## src/dnbac_pkg.sv

```systemverilog
package dnbac_pkg;
    // --------------------------------------------------------------
    // bank 0 special function offsets
    // --------------------------------------------------------------
    localparam logic [7:0] OFS_INDPORT = 8'h02;
    localparam logic [7:0] OFS_INDPTR = 8'h03;
    localparam logic [7:0] OFS_BANK = 8'h04;
    localparam logic [7:0] OFS_IRQ = 8'h2e;
    localparam logic [7:0] OFS_POINTER = 8'h2f;
    localparam logic [7:0] OFS_BUFFER = 8'h30;
    // --------------------------------------------------------------
    // indirect location of the control register
    // --------------------------------------------------------------
    localparam logic [7:0] CTRL_LOC = 8'h40;
    localparam logic [7:0] CTRL_BANK = 8'h01;
    // --------------------------------------------------------------
    // control register fields
    // --------------------------------------------------------------
    localparam int CTRL_FETCH_TRIG = 0;
    localparam int CTRL_FETCH_PERMIT = 1;
    localparam int CTRL_PROG_TRIG = 2;
    localparam int CTRL_PROG_PERMIT = 3;
    localparam logic [7:0] CTRL_RESET = 8'h00;
    // --------------------------------------------------------------
    // interrupt register fields
    // --------------------------------------------------------------
    localparam int IRQ_COMP_PERMIT = 0;
    localparam int IRQ_MF_PERMIT = 1;
    localparam int IRQ_COMP_FLAG = 2;
    localparam int IRQ_MF_FLAG = 3;
    localparam logic [7:0] BANK_RESET = 8'h00;
    // --------------------------------------------------------------
    // timing
    // --------------------------------------------------------------
    localparam int READ_CYCLES = 2;
    localparam int PROG_TICKS = 64;
    localparam int DEF_ADDR_W = 8;
    typedef enum logic [1:0] {DNBAC_IDLE, DNBAC_FETCH, DNBAC_PROGRAM} dnbac_state_t;
endpackage

```

## src/dnbac_engine_if.sv

```systemverilog
`timescale 1ns/1ps
interface dnbac_engine_if #(parameter int ADDR_W = 8) (input wire logic clk);
    logic fetch_go;
    logic program_go;
    logic [ADDR_W-1:0] loc;
    logic [7:0] wbyte;
    logic done;
    logic [7:0] rbyte;
    modport ctrl (output fetch_go, output program_go, output loc, output wbyte,
        input done, input rbyte);
    modport engine (input fetch_go, input program_go, input loc, input wbyte,
        output done, output rbyte);
endinterface

```

## src/dnbac_engine.sv

```systemverilog
`timescale 1ns/1ps
module dnbac_engine import dnbac_pkg::*; #(
    parameter int ADDR_W = DEF_ADDR_W,
    parameter int TICKS = PROG_TICKS
) (
    input wire logic clk,
    input wire logic resetn,
    input wire logic osc_tick,
    dnbac_engine_if.engine eng
);
    localparam int DEPTH = 1 << ADDR_W;
    localparam int RD_LAT = READ_CYCLES;

    typedef struct packed {
        dnbac_state_t state;
        logic [15:0] cnt;
        logic [ADDR_W-1:0] loc;
        logic [7:0] wbyte;
        logic tick_s1;
        logic tick_s2;
        logic tick_s3;
        logic done;
        logic [7:0] rbyte;
    } dnbac_eng_t;

    dnbac_eng_t r;
    dnbac_eng_t next_r;
    logic [7:0] cells [DEPTH];
    logic tick_edge;

    // --------------------------------------------------------------
    // timing engine
    // --------------------------------------------------------------
    // the program timer runs off a free oscillator, so only its synchronised rising edges count
    assign tick_edge = r.tick_s2 && !r.tick_s3;

    always_comb begin
        next_r = r;
        next_r.tick_s1 = osc_tick;
        next_r.tick_s2 = r.tick_s1;
        next_r.tick_s3 = r.tick_s2;
        next_r.done = 1'b0;
        case (r.state)
            DNBAC_IDLE: begin
                next_r.loc = eng.loc;
                next_r.wbyte = eng.wbyte;
                next_r.cnt = '0;
                if (eng.program_go) begin
                    next_r.state = DNBAC_PROGRAM;
                end else if (eng.fetch_go) begin
                    next_r.state = DNBAC_FETCH;
                end
            end
            DNBAC_FETCH: begin
                next_r.cnt = r.cnt + 16'h0001;
                if (r.cnt == 16'(RD_LAT - 1)) begin
                    next_r.rbyte = cells[r.loc];
                    next_r.done = 1'b1;
                    next_r.state = DNBAC_IDLE;
                end
            end
            DNBAC_PROGRAM: begin
                if (tick_edge) begin
                    next_r.cnt = r.cnt + 16'h0001;
                    if (r.cnt == 16'(TICKS - 1)) begin
                        next_r.done = 1'b1;
                        next_r.state = DNBAC_IDLE;
                    end
                end
            end
            default: next_r.state = DNBAC_IDLE;
        endcase
    end

    always_ff @(posedge clk) begin
        if (!resetn) begin
            r <= '0;
        end else begin
            r <= next_r;
        end
    end

    // cells are not reset: contents are non-volatile
    always_ff @(posedge clk) begin
        if (r.state == DNBAC_PROGRAM && next_r.done) begin
            cells[r.loc] <= r.wbyte;
        end
    end

    assign eng.done = r.done;
    assign eng.rbyte = r.rbyte;
endmodule

```

## src/dnbac_ctrl.sv

```systemverilog
`timescale 1ns/1ps
// Behaviour
// - pointer width follows capacity, upper bits zero
// - control upper four bits read zero
// - program permit cleared at power-on
// - program permit zero blocks every write
// - program trigger starts write only when permitted
// - hardware clears program trigger when write ends
// - fetch permit zero blocks every read
// - fetch trigger starts read only when permitted
// - read end clears trigger, loads byte buffer
// - byte buffer holds until next operation
// - write timed by independent timer, completion signalled
// - cycle end sets completion and multi-function flags
// - vector needs all enables and stack room
// - service clears multi-function flag only
// - bank selector resets to bank zero
// - control reached indirectly at location 40h bank 1
// - capacity 32 to 256 bytes, byte addressed
module dnbac_ctrl import dnbac_pkg::*; #(
    parameter int ADDR_W = DEF_ADDR_W,
    parameter int TICKS = PROG_TICKS
) (
    input wire logic clk,
    input wire logic resetn,
    input wire logic sfr_wr,
    input wire logic sfr_rd,
    input wire logic [7:0] sfr_addr,
    input wire logic [7:0] sfr_wdata,
    output logic [7:0] sfr_rdata,
    input wire logic global_irq_enable,
    input wire logic stack_full,
    input wire logic irq_service,
    output logic mf_vector_req,
    input wire logic osc_tick
);
    typedef struct packed {
        logic [7:0] bank_selector;
        logic [7:0] indirect_pointer;
        logic [ADDR_W-1:0] nvm_location_pointer;
        logic [7:0] nvm_byte_buffer;
        logic program_permit;
        logic program_trig;
        logic fetch_permit;
        logic fetch_trig;
        logic completion_irq_permit;
        logic mf_irq_permit;
        logic completion_request_flag;
        logic mf_request_flag;
        logic go_prog;
        logic go_fetch;
        logic [7:0] rdata;
    } dnbac_regs_t;

    dnbac_regs_t r;
    dnbac_regs_t next_r;
    logic ctrl_hit;
    logic busy;

    dnbac_engine_if #(.ADDR_W(ADDR_W)) eng (.clk(clk));

    dnbac_engine #(.ADDR_W(ADDR_W), .TICKS(TICKS)) u_engine (
        .clk(clk),
        .resetn(resetn),
        .osc_tick(osc_tick),
        .eng(eng.engine)
    );

    // --------------------------------------------------------------
    // decode
    // --------------------------------------------------------------
    function automatic logic is_ctrl(input logic [7:0] a, input logic [7:0] ptr,
        input logic [7:0] bank);
        is_ctrl = (a == OFS_INDPORT) && (ptr == CTRL_LOC) && (bank == CTRL_BANK);
    endfunction

    function automatic logic [7:0] ctrl_view(input dnbac_regs_t s);
        ctrl_view = 8'h00;
        ctrl_view[CTRL_PROG_PERMIT] = s.program_permit;
        ctrl_view[CTRL_PROG_TRIG] = s.program_trig;
        ctrl_view[CTRL_FETCH_PERMIT] = s.fetch_permit;
        ctrl_view[CTRL_FETCH_TRIG] = s.fetch_trig;
    endfunction

    assign ctrl_hit = is_ctrl(sfr_addr, r.indirect_pointer, r.bank_selector);
    // one cycle at a time; a running trigger locks out new ones
    assign busy = r.program_trig || r.fetch_trig;

    // --------------------------------------------------------------
    // register behaviour
    // --------------------------------------------------------------
    always_comb begin
        logic want_prog;
        logic want_fetch;
        logic [7:0] irq_view;
        want_prog = 1'b0;
        want_fetch = 1'b0;
        irq_view = 8'h00;
        next_r = r;
        next_r.go_prog = 1'b0;
        next_r.go_fetch = 1'b0;

        if (sfr_wr) begin
            case (sfr_addr)
                OFS_BANK: next_r.bank_selector = sfr_wdata;
                OFS_INDPTR: next_r.indirect_pointer = sfr_wdata;
                OFS_POINTER: next_r.nvm_location_pointer = sfr_wdata[ADDR_W-1:0];
                OFS_BUFFER: next_r.nvm_byte_buffer = sfr_wdata;
                OFS_IRQ: begin
                    next_r.completion_irq_permit = sfr_wdata[IRQ_COMP_PERMIT];
                    next_r.mf_irq_permit = sfr_wdata[IRQ_MF_PERMIT];
                    // software may only clear the flags
                    if (!sfr_wdata[IRQ_COMP_FLAG]) begin
                        next_r.completion_request_flag = 1'b0;
                    end
                    if (!sfr_wdata[IRQ_MF_FLAG]) begin
                        next_r.mf_request_flag = 1'b0;
                    end
                end
                default: ;
            endcase
            if (ctrl_hit) begin
                next_r.program_permit = sfr_wdata[CTRL_PROG_PERMIT];
                next_r.fetch_permit = sfr_wdata[CTRL_FETCH_PERMIT];
                // permit must already be one before the trigger counts
                want_prog = sfr_wdata[CTRL_PROG_TRIG] && r.program_permit;
                want_fetch = sfr_wdata[CTRL_FETCH_TRIG] && r.fetch_permit;
                // both triggers at once is illegal; refuse both rather than guess
                if (!busy && !(sfr_wdata[CTRL_PROG_TRIG] && sfr_wdata[CTRL_FETCH_TRIG])) begin
                    if (want_prog) begin
                        next_r.program_trig = 1'b1;
                        next_r.go_prog = 1'b1;
                    end else if (want_fetch) begin
                        next_r.fetch_trig = 1'b1;
                        next_r.go_fetch = 1'b1;
                    end
                end
            end
        end

        if (irq_service) begin
            next_r.mf_request_flag = 1'b0;
        end

        // completion: set wins over any clear in the same cycle
        if (eng.done) begin
            if (r.fetch_trig) begin
                next_r.nvm_byte_buffer = eng.rbyte;
            end
            next_r.program_trig = 1'b0;
            next_r.fetch_trig = 1'b0;
            next_r.completion_request_flag = 1'b1;
            next_r.mf_request_flag = 1'b1;
        end

        irq_view[IRQ_COMP_PERMIT] = r.completion_irq_permit;
        irq_view[IRQ_MF_PERMIT] = r.mf_irq_permit;
        irq_view[IRQ_COMP_FLAG] = r.completion_request_flag;
        irq_view[IRQ_MF_FLAG] = r.mf_request_flag;

        if (sfr_rd) begin
            if (ctrl_hit) begin
                next_r.rdata = ctrl_view(r);
            end else begin
                case (sfr_addr)
                    OFS_BANK: next_r.rdata = r.bank_selector;
                    OFS_INDPTR: next_r.rdata = r.indirect_pointer;
                    OFS_POINTER: next_r.rdata = 8'(r.nvm_location_pointer);
                    OFS_BUFFER: next_r.rdata = r.nvm_byte_buffer;
                    OFS_IRQ: next_r.rdata = irq_view;
                    default: next_r.rdata = 8'h00;
                endcase
            end
        end
    end

    always_ff @(posedge clk) begin
        if (!resetn) begin
            r <= '0;
            r.bank_selector <= BANK_RESET;
            r.program_permit <= CTRL_RESET[CTRL_PROG_PERMIT];
        end else begin
            r <= next_r;
        end
    end

    // --------------------------------------------------------------
    // outputs
    // --------------------------------------------------------------
    assign eng.program_go = r.go_prog;
    assign eng.fetch_go = r.go_fetch;
    assign eng.loc = r.nvm_location_pointer;
    assign eng.wbyte = r.nvm_byte_buffer;
    assign sfr_rdata = r.rdata;
    assign mf_vector_req = r.mf_request_flag && r.mf_irq_permit && r.completion_irq_permit
        && global_irq_enable && !stack_full;
endmodule

```

## config.mk

```make
export PLATFORM = sky130hd
export DESIGN_NAME = dnbac_ctrl
export DESIGN_NICKNAME = d
export VERILOG_FILES = /design/src/dnbac_pkg.sv /design/src/dnbac_engine_if.sv /design/src/dnbac_engine.sv /design/src/dnbac_ctrl.sv
export SDC_FILE = /design/constraint.sdc
export NUM_CORES = 2
export LEC_CHECK = 0
export ABC_AREA = 0
export BUFFER_PORTS_ARGS = -buffer_cell sky130_fd_sc_hd__buf_2
export CAP_MARGIN = 20
export CORE_ASPECT_RATIO = 0.75
export CORE_UTILIZATION = 51
export DETAILED_ROUTE_END_ITERATION = 16
export PLACE_DENSITY = 0.66
export SLEW_MARGIN = 5
export SYNTH_ARGS = -nofsm -noshare
export SYNTH_HDL_FRONTEND = slang
export SYNTH_SLANG_ARGS = --single-unit
```

## constraint.sdc

```tcl
create_clock -name clk -period 8.45 [get_ports clk]
set_clock_uncertainty 0.1 [all_clocks]
set_input_delay 0 -clock clk [delete_from_list [all_inputs] [get_ports clk]]
set_output_delay 0 -clock clk [all_outputs]
set_load 0.1 [all_outputs]
```

# After elaboration in Yosys (flattened, before gate mapping)

Memory sizes are Yosys's and may differ from the RTL's. A register that Yosys moved wholly into a read port is not among the register bits.
Cells that the tools add are included.

Bits in registers: 96
Logic and storage cells: 124
RAM bits: 2,048
Memories kept: 1

Memory list:

| memory         | words | bits a word | rd ports | clocked after Yosys merged registers in | wr ports | line               | source |
|---|---|---|---|---|---|---|---|
| u_engine.cells | 256   | 8           | 1        | 1                                       | 1        | dnbac_engine.sv:28 | `logic [7:0] cells [DEPTH];` |

Multiplexer cells: 37
Bitwise logic cells: 5
Eq/ne operators: 18
Add/subtract/negate cells: 1
Reduce and logical (&&, ||, !) cells: 38

Operators by type and width:

| cell                    | number |
|---|---|
| $mux W8                 | 6 |
| $pmux W16 S3            | 1 |
| $pmux W8 S5             | 1 |
| $mux W18                | 2 |
| $eq A8 B6 Y1 const B    | 3 |
| $add A16 B1 Y16 const B | 1 |
| $eq A16 B1 Y1 const B   | 1 |
| $eq A16 B6 Y1 const B   | 1 |
| $eq A8 B2 Y1 const B    | 2 |
| $mux W1                 | 15 |
| $mux W2                 | 7 |
| $reduce_and A2 Y1       | 7 |
| $logic_and A1 B1 Y1     | 12 |
| $reduce_and A4 Y1       | 3 |
| $mux W9                 | 1 |
| $reduce_bool A3 Y1      | 3 |
| $eq A8 B1 Y1 const B    | 1 |
| $eq A8 B3 Y1 const B    | 1 |
| $eq A8 B7 Y1 const B    | 1 |
| $mux W4                 | 2 |
| $ne A2 B1 Y1 const B    | 4 |
| $pmux W2 S3             | 1 |
| $reduce_and A3 Y1       | 2 |
| $not A1 Y1              | 5 |
| 12 further kinds        | 16 |

# Longest topological paths before layout

Depth in word-level cells: 8
Gate-level depth with buffers: 12
Mapped depth without buffers: 8

# Cells and area by module

Synthesis repeated with hierarchy kept, for this count alone.

Cells, all modules: 4,437
Area total of the unflattened synthesis: 84,168.2 um^2

Modules (own cells, without submodules):

| module       | area each (um^2) | cells each | sequential area each (um^2) | instances |
|---|---|---|---|---|
| dnbac_engine | 81,735.9         | 4,158      | 62,580.0                    | 1 |
| dnbac_ctrl   | 2,432.3          | 279        | 1,001.0                     | 1 |

# Worst setup path after synthesis

Ideal clock, no wire load.

Path type: reg-to-reg
Start: reg u_engine.r[12] (netlist bit)
End: mem u_engine.cells[0][0], data pin
Data arrival time: 3.397 ns
Clock period less this slack: 4.352 ns
Stages on the path, launching flop included: 1
Required time: 7.494 ns
Slack: 4.098 ns
Library setup time: 0.856 ns
Cells stage by stage: dfxtp_1

RTL lines:

| item                   | line               | source |
|---|---|---|
| from (decl)            | dnbac_engine.sv:26 | `dnbac_eng_t r;` |
| from (signal assigned) | dnbac_engine.sv:79 | `r <= next_r;` |
| to (decl)              | dnbac_engine.sv:28 |  |

No word-level cell before the write port.

==> metrics.yaml <==
routing:
  drt-wirelength-per-cell_um: 32.0
  drt-pass1-iter-count: 6
  vias: 44100
  dr.first_iter.drc_count: 5871
  postRouteAntennaNets: 0
  viasPerCell: 6.50
  finalWirelength_um: 217000
  drc: 0
grt:
  grt_max_degree: 206
  grt-ovfl-total: 0
  grt_pass1_wl_um: 310000
  grt_pass1_vias: 42500
  antenna_found_initial: 8
  grt_usage: 0.260
worst_setup_path:
  endpoint_kind: "flop"
  cp_common_cell: "buf_4"
  critPathBufInv: 2
  arrival_ns: 5.35
  start_kind: "flop"
  critPathMaxFanout: 44
  r2r-end: "u_engine.eng.rbyte[2]"
  crit_required_ns: 9.11
  cpPeakStageDelay_ns: 0.75
  reg2reg_setup_slack_ns: 3.76
  crit_slowest_cell: "nand3b_1"
  endpoint: "u_engine.eng.rbyte[2]"
  worstPathCellList: "buf_4 -> buf_4 -> nand3b_1 -> o22ai_1 -> a211oi_1 -> a2111oi_0 -> nand4_1 -> o31a_1 -> o21ai_0"
  path_depth: 9
  r2r_cells: 9
  cp_top_family: "compound AO/OA/AOI/OAI gates"
  path_class: "flop to flop"
timing:
  maxSlewViolCount: 0
  tightestPinTransition_ns: 1.19
  finalWorstSetupSlack_ns: 3.76
  fin_crit_ns: 4.69
  max_freq_mhz: 213
  setup_viol: 0
  fin_crit_sh: 0.555
  setup_tns_ns: 0
  final_hold_viol_count: 0
  slew_headroom: 0.197
  rsz0062_at_grt: "false"
floorplanning:
  start_util: 0.515
  rows: 128
  design.core.area_um2: 163000
  die_w_um: 470
  die-area_um2: 166000
  die_h_um: 353
  ioPinCount: 33
synth:
  yosysSeqAreaShare: 0.759
  synth_edf_count: 2048
  ys.flop_type: "edfxtp_1"
  async_reset_ff_frac: 0
  syn_area_um2: 83800
  ys_ff_latch: 2152
  synth_fp_nets: 4393
  yosysWarningCount: 0
  synth_cells: 4363
  syn-mean-instance-area_um2: 19.2
  synth_cell_types: 72
place:
  dp_slack_ns: 3.85
  gp_routability_congestion: 0.881
  portBuffers: 32
  dpl_cell_area_um2: 86300
  post-dp-hpwl_um: 129000
layout:
  layout-drive-gt1-share: 0.183
  final_nets: 4505
  nFillCells: 12000
  synthToLayoutAreaGrowth_pct: 11.0
  final_area_um2: 93000
power_and_ir_drop:
  ir_drop_mv: 0.214
  leakagePower_nw: 28.2
  power.density_nw_per_um2: 217
  power_mw: 20.2
cts:
  clk_latency_ns: 0.83
  clock_path_buffers: 3
  root_buffer: "clkbuf_16"
  cts_resized: 0
  clk_pin_slew_ns: 0.07
  cts_tree: "done"
  cts.sink_count: 2152
  cts_buffers: 192
  htree_levels: 4
run_status:
  status: "finished clean"
min_path:
  min_path_type: "input port to flop"
run:
  drv_cap: 0
==> flip-flops by register name (all words and copies together), names as in the netlist, named ones only <==
signal              count
eng.loc                 8
u_engine.cells       2048
r                      24
u_engine.r             35
eng.wbyte               8
u_engine.next_r         2
sfr_rdata               8
eng.program_go          1
u_engine.eng.done       1
u_engine.eng.rbyte      8
eng.fetch_go            1
==> metal layers <==
metal  part of all wire  wire length, um  track usage  up-vias
met3               0.12            25300       0.0703      321
met5            0.00098              213            0        -
met4              0.026             5580       0.0782        8
met2               0.44            96400        0.378     2604
met1               0.41            89200        0.386    23100
li1                   -                -            -    18100
==> through the flow <==
stage / util / hold WS (ns) / instances
floorplan: - / 0.0273 / 4363
global placement: 0.530 / 0.208 / 6366
detailed placement: 0.530 / 0.212 / 6367
CTS: 0.571 / 0.0212 / 6774
global route: 0.571 / 0.118 / 6779
finish: 0.571 / 0.0796 / 6780
==> report_power, final <==
| group | leakage (nW) | internal (mW) | switching [mW] |
|---|---|---|---|
| Clock | 2.98 | 4.75 | 3.87 |
| Combinational | 5.44 | 0.0254 | 0.0334 |
| Sequential | 19.8 | 11.5 | 0.00129 |
| Total | 28.2 | 16.3 | 3.90 |
==> synthesized netlist by cell type (33+ instances only) <==
cell type     n  area, um2
edfxtp_1   2048      61500
mux4_2      401       9030
nor2_1      327       1230
mux2i_1     290       2900
nand2_1     180        676
clkbuf_1    129        484
o22ai_1     106        663
dfxtp_1     104       2080
nand3_1      82        410
buf_2        60        300
a21oi_1      58        290
o221ai_1     55        482
o21ai_0      50        250
buf_4        49        368
nor2b_1      33        206
==> cell usage in the layout, fill, tap and decap left out, types with 12 or more instances in the layout <==
cell and count:
a21boi_0 26, dlygate4sd3_1 54, dfxtp_4 12, dfxtp_1 92, nand4_1 18, a2111oi_0 24, inv_1 12, nor4_1 13
nor2_1 326, a21oi_1 58, nand2_1 180, nor2b_1 31, o21ai_0 50, nor3_1 22, nand3_1 80, buf_4 79
clkbuf_16 196, clkinv_2 35, mux2i_1 290, o221ai_1 55, buf_2 32, mux4_2 401, clkinv_1 37, o22ai_1 106
clkbuf_1 45, bufinv_16 15, edfxtp_1 2048, a22oi_1 30, a211oi_1 28
==> worst register-to-register path, cell delays in order, from the launching register on <==
cell	delay [ns]
dfxtp_4	0.50
buf_4	0.64
buf_4	0.72
nand3b_1	0.77
o22ai_1	0.40
a211oi_1	0.12
a2111oi_0	0.68
nand4_1	0.16
o31a_1	0.39
o21ai_0	0.12
==> kinds of logic (layout without fill, tap and decap cells) <==
logic type / Yosys count / count (layout) / share of synthesized area
AO/OA/AOI/OAI: 471 / 471 / 0.0396
buffers and inverters: 275 / 546 / 0.0155
AND/OR/NAND/NOR: 747 / 747 / 0.0402
multiplexers: 697 / 697 / 0.143
flip-flops: 2152 / 2152 / 0.759
XOR/XNOR: 15 / 15 / 0.00157
adder cells (fa/ha/maj): 6 / 6 / 0.000896
other: 0 / 1 / 0
==> how the worst min path moves through the flow <==
| stage | startpoint | cells past startpoint | slack (ns) | end |
|---|---|---|---|---|
| 4_1_cts | sfr_rd | 4 | 0.02 | sfr_rdata[4] |
| 3_5_place_dp | sfr_wdata[7] | 3 | 0.21 | eng.loc[7] |
| 6_report | sfr_rd | 4 | 0.08 | sfr_rdata[4] |
| 5_1_grt | sfr_wdata[3] | 5 | 0.12 | eng.wbyte[3] |
| 3_3_place_gp | sfr_wdata[7] | 3 | 0.21 | r[49] |
| 2_1_floorplan | osc_tick | 1 | 0.03 | u_engine.next_r[10] |
==> what timing repair did <==
| item | CTS | global route |
|---|---|---|
| hold buffers | 54 | 0 |
| endpoints found under the hold margin | 82 | 0 |
| setup endpoints to repair | 0 | 0 |
| setup buffers | 0 | 0 |
==> final cells by class <==
class | count | area, um2 | area share
inverter | 13 | 53.8 | 0.000579
timing repair buffer | 180 | 1570 | 0.0169
multi-input combinational | 1936 | 18900 | 0.204
clock buffer | 244 | 5110 | 0.0550
antenna | 1 | 2.50 | 0.0000269
clock inverter | 109 | 993 | 0.0107
tap | 2145 | 2680 | 0.0289
sequential | 2152 | 63600 | 0.684
Power figures use the tool's default switching activity.
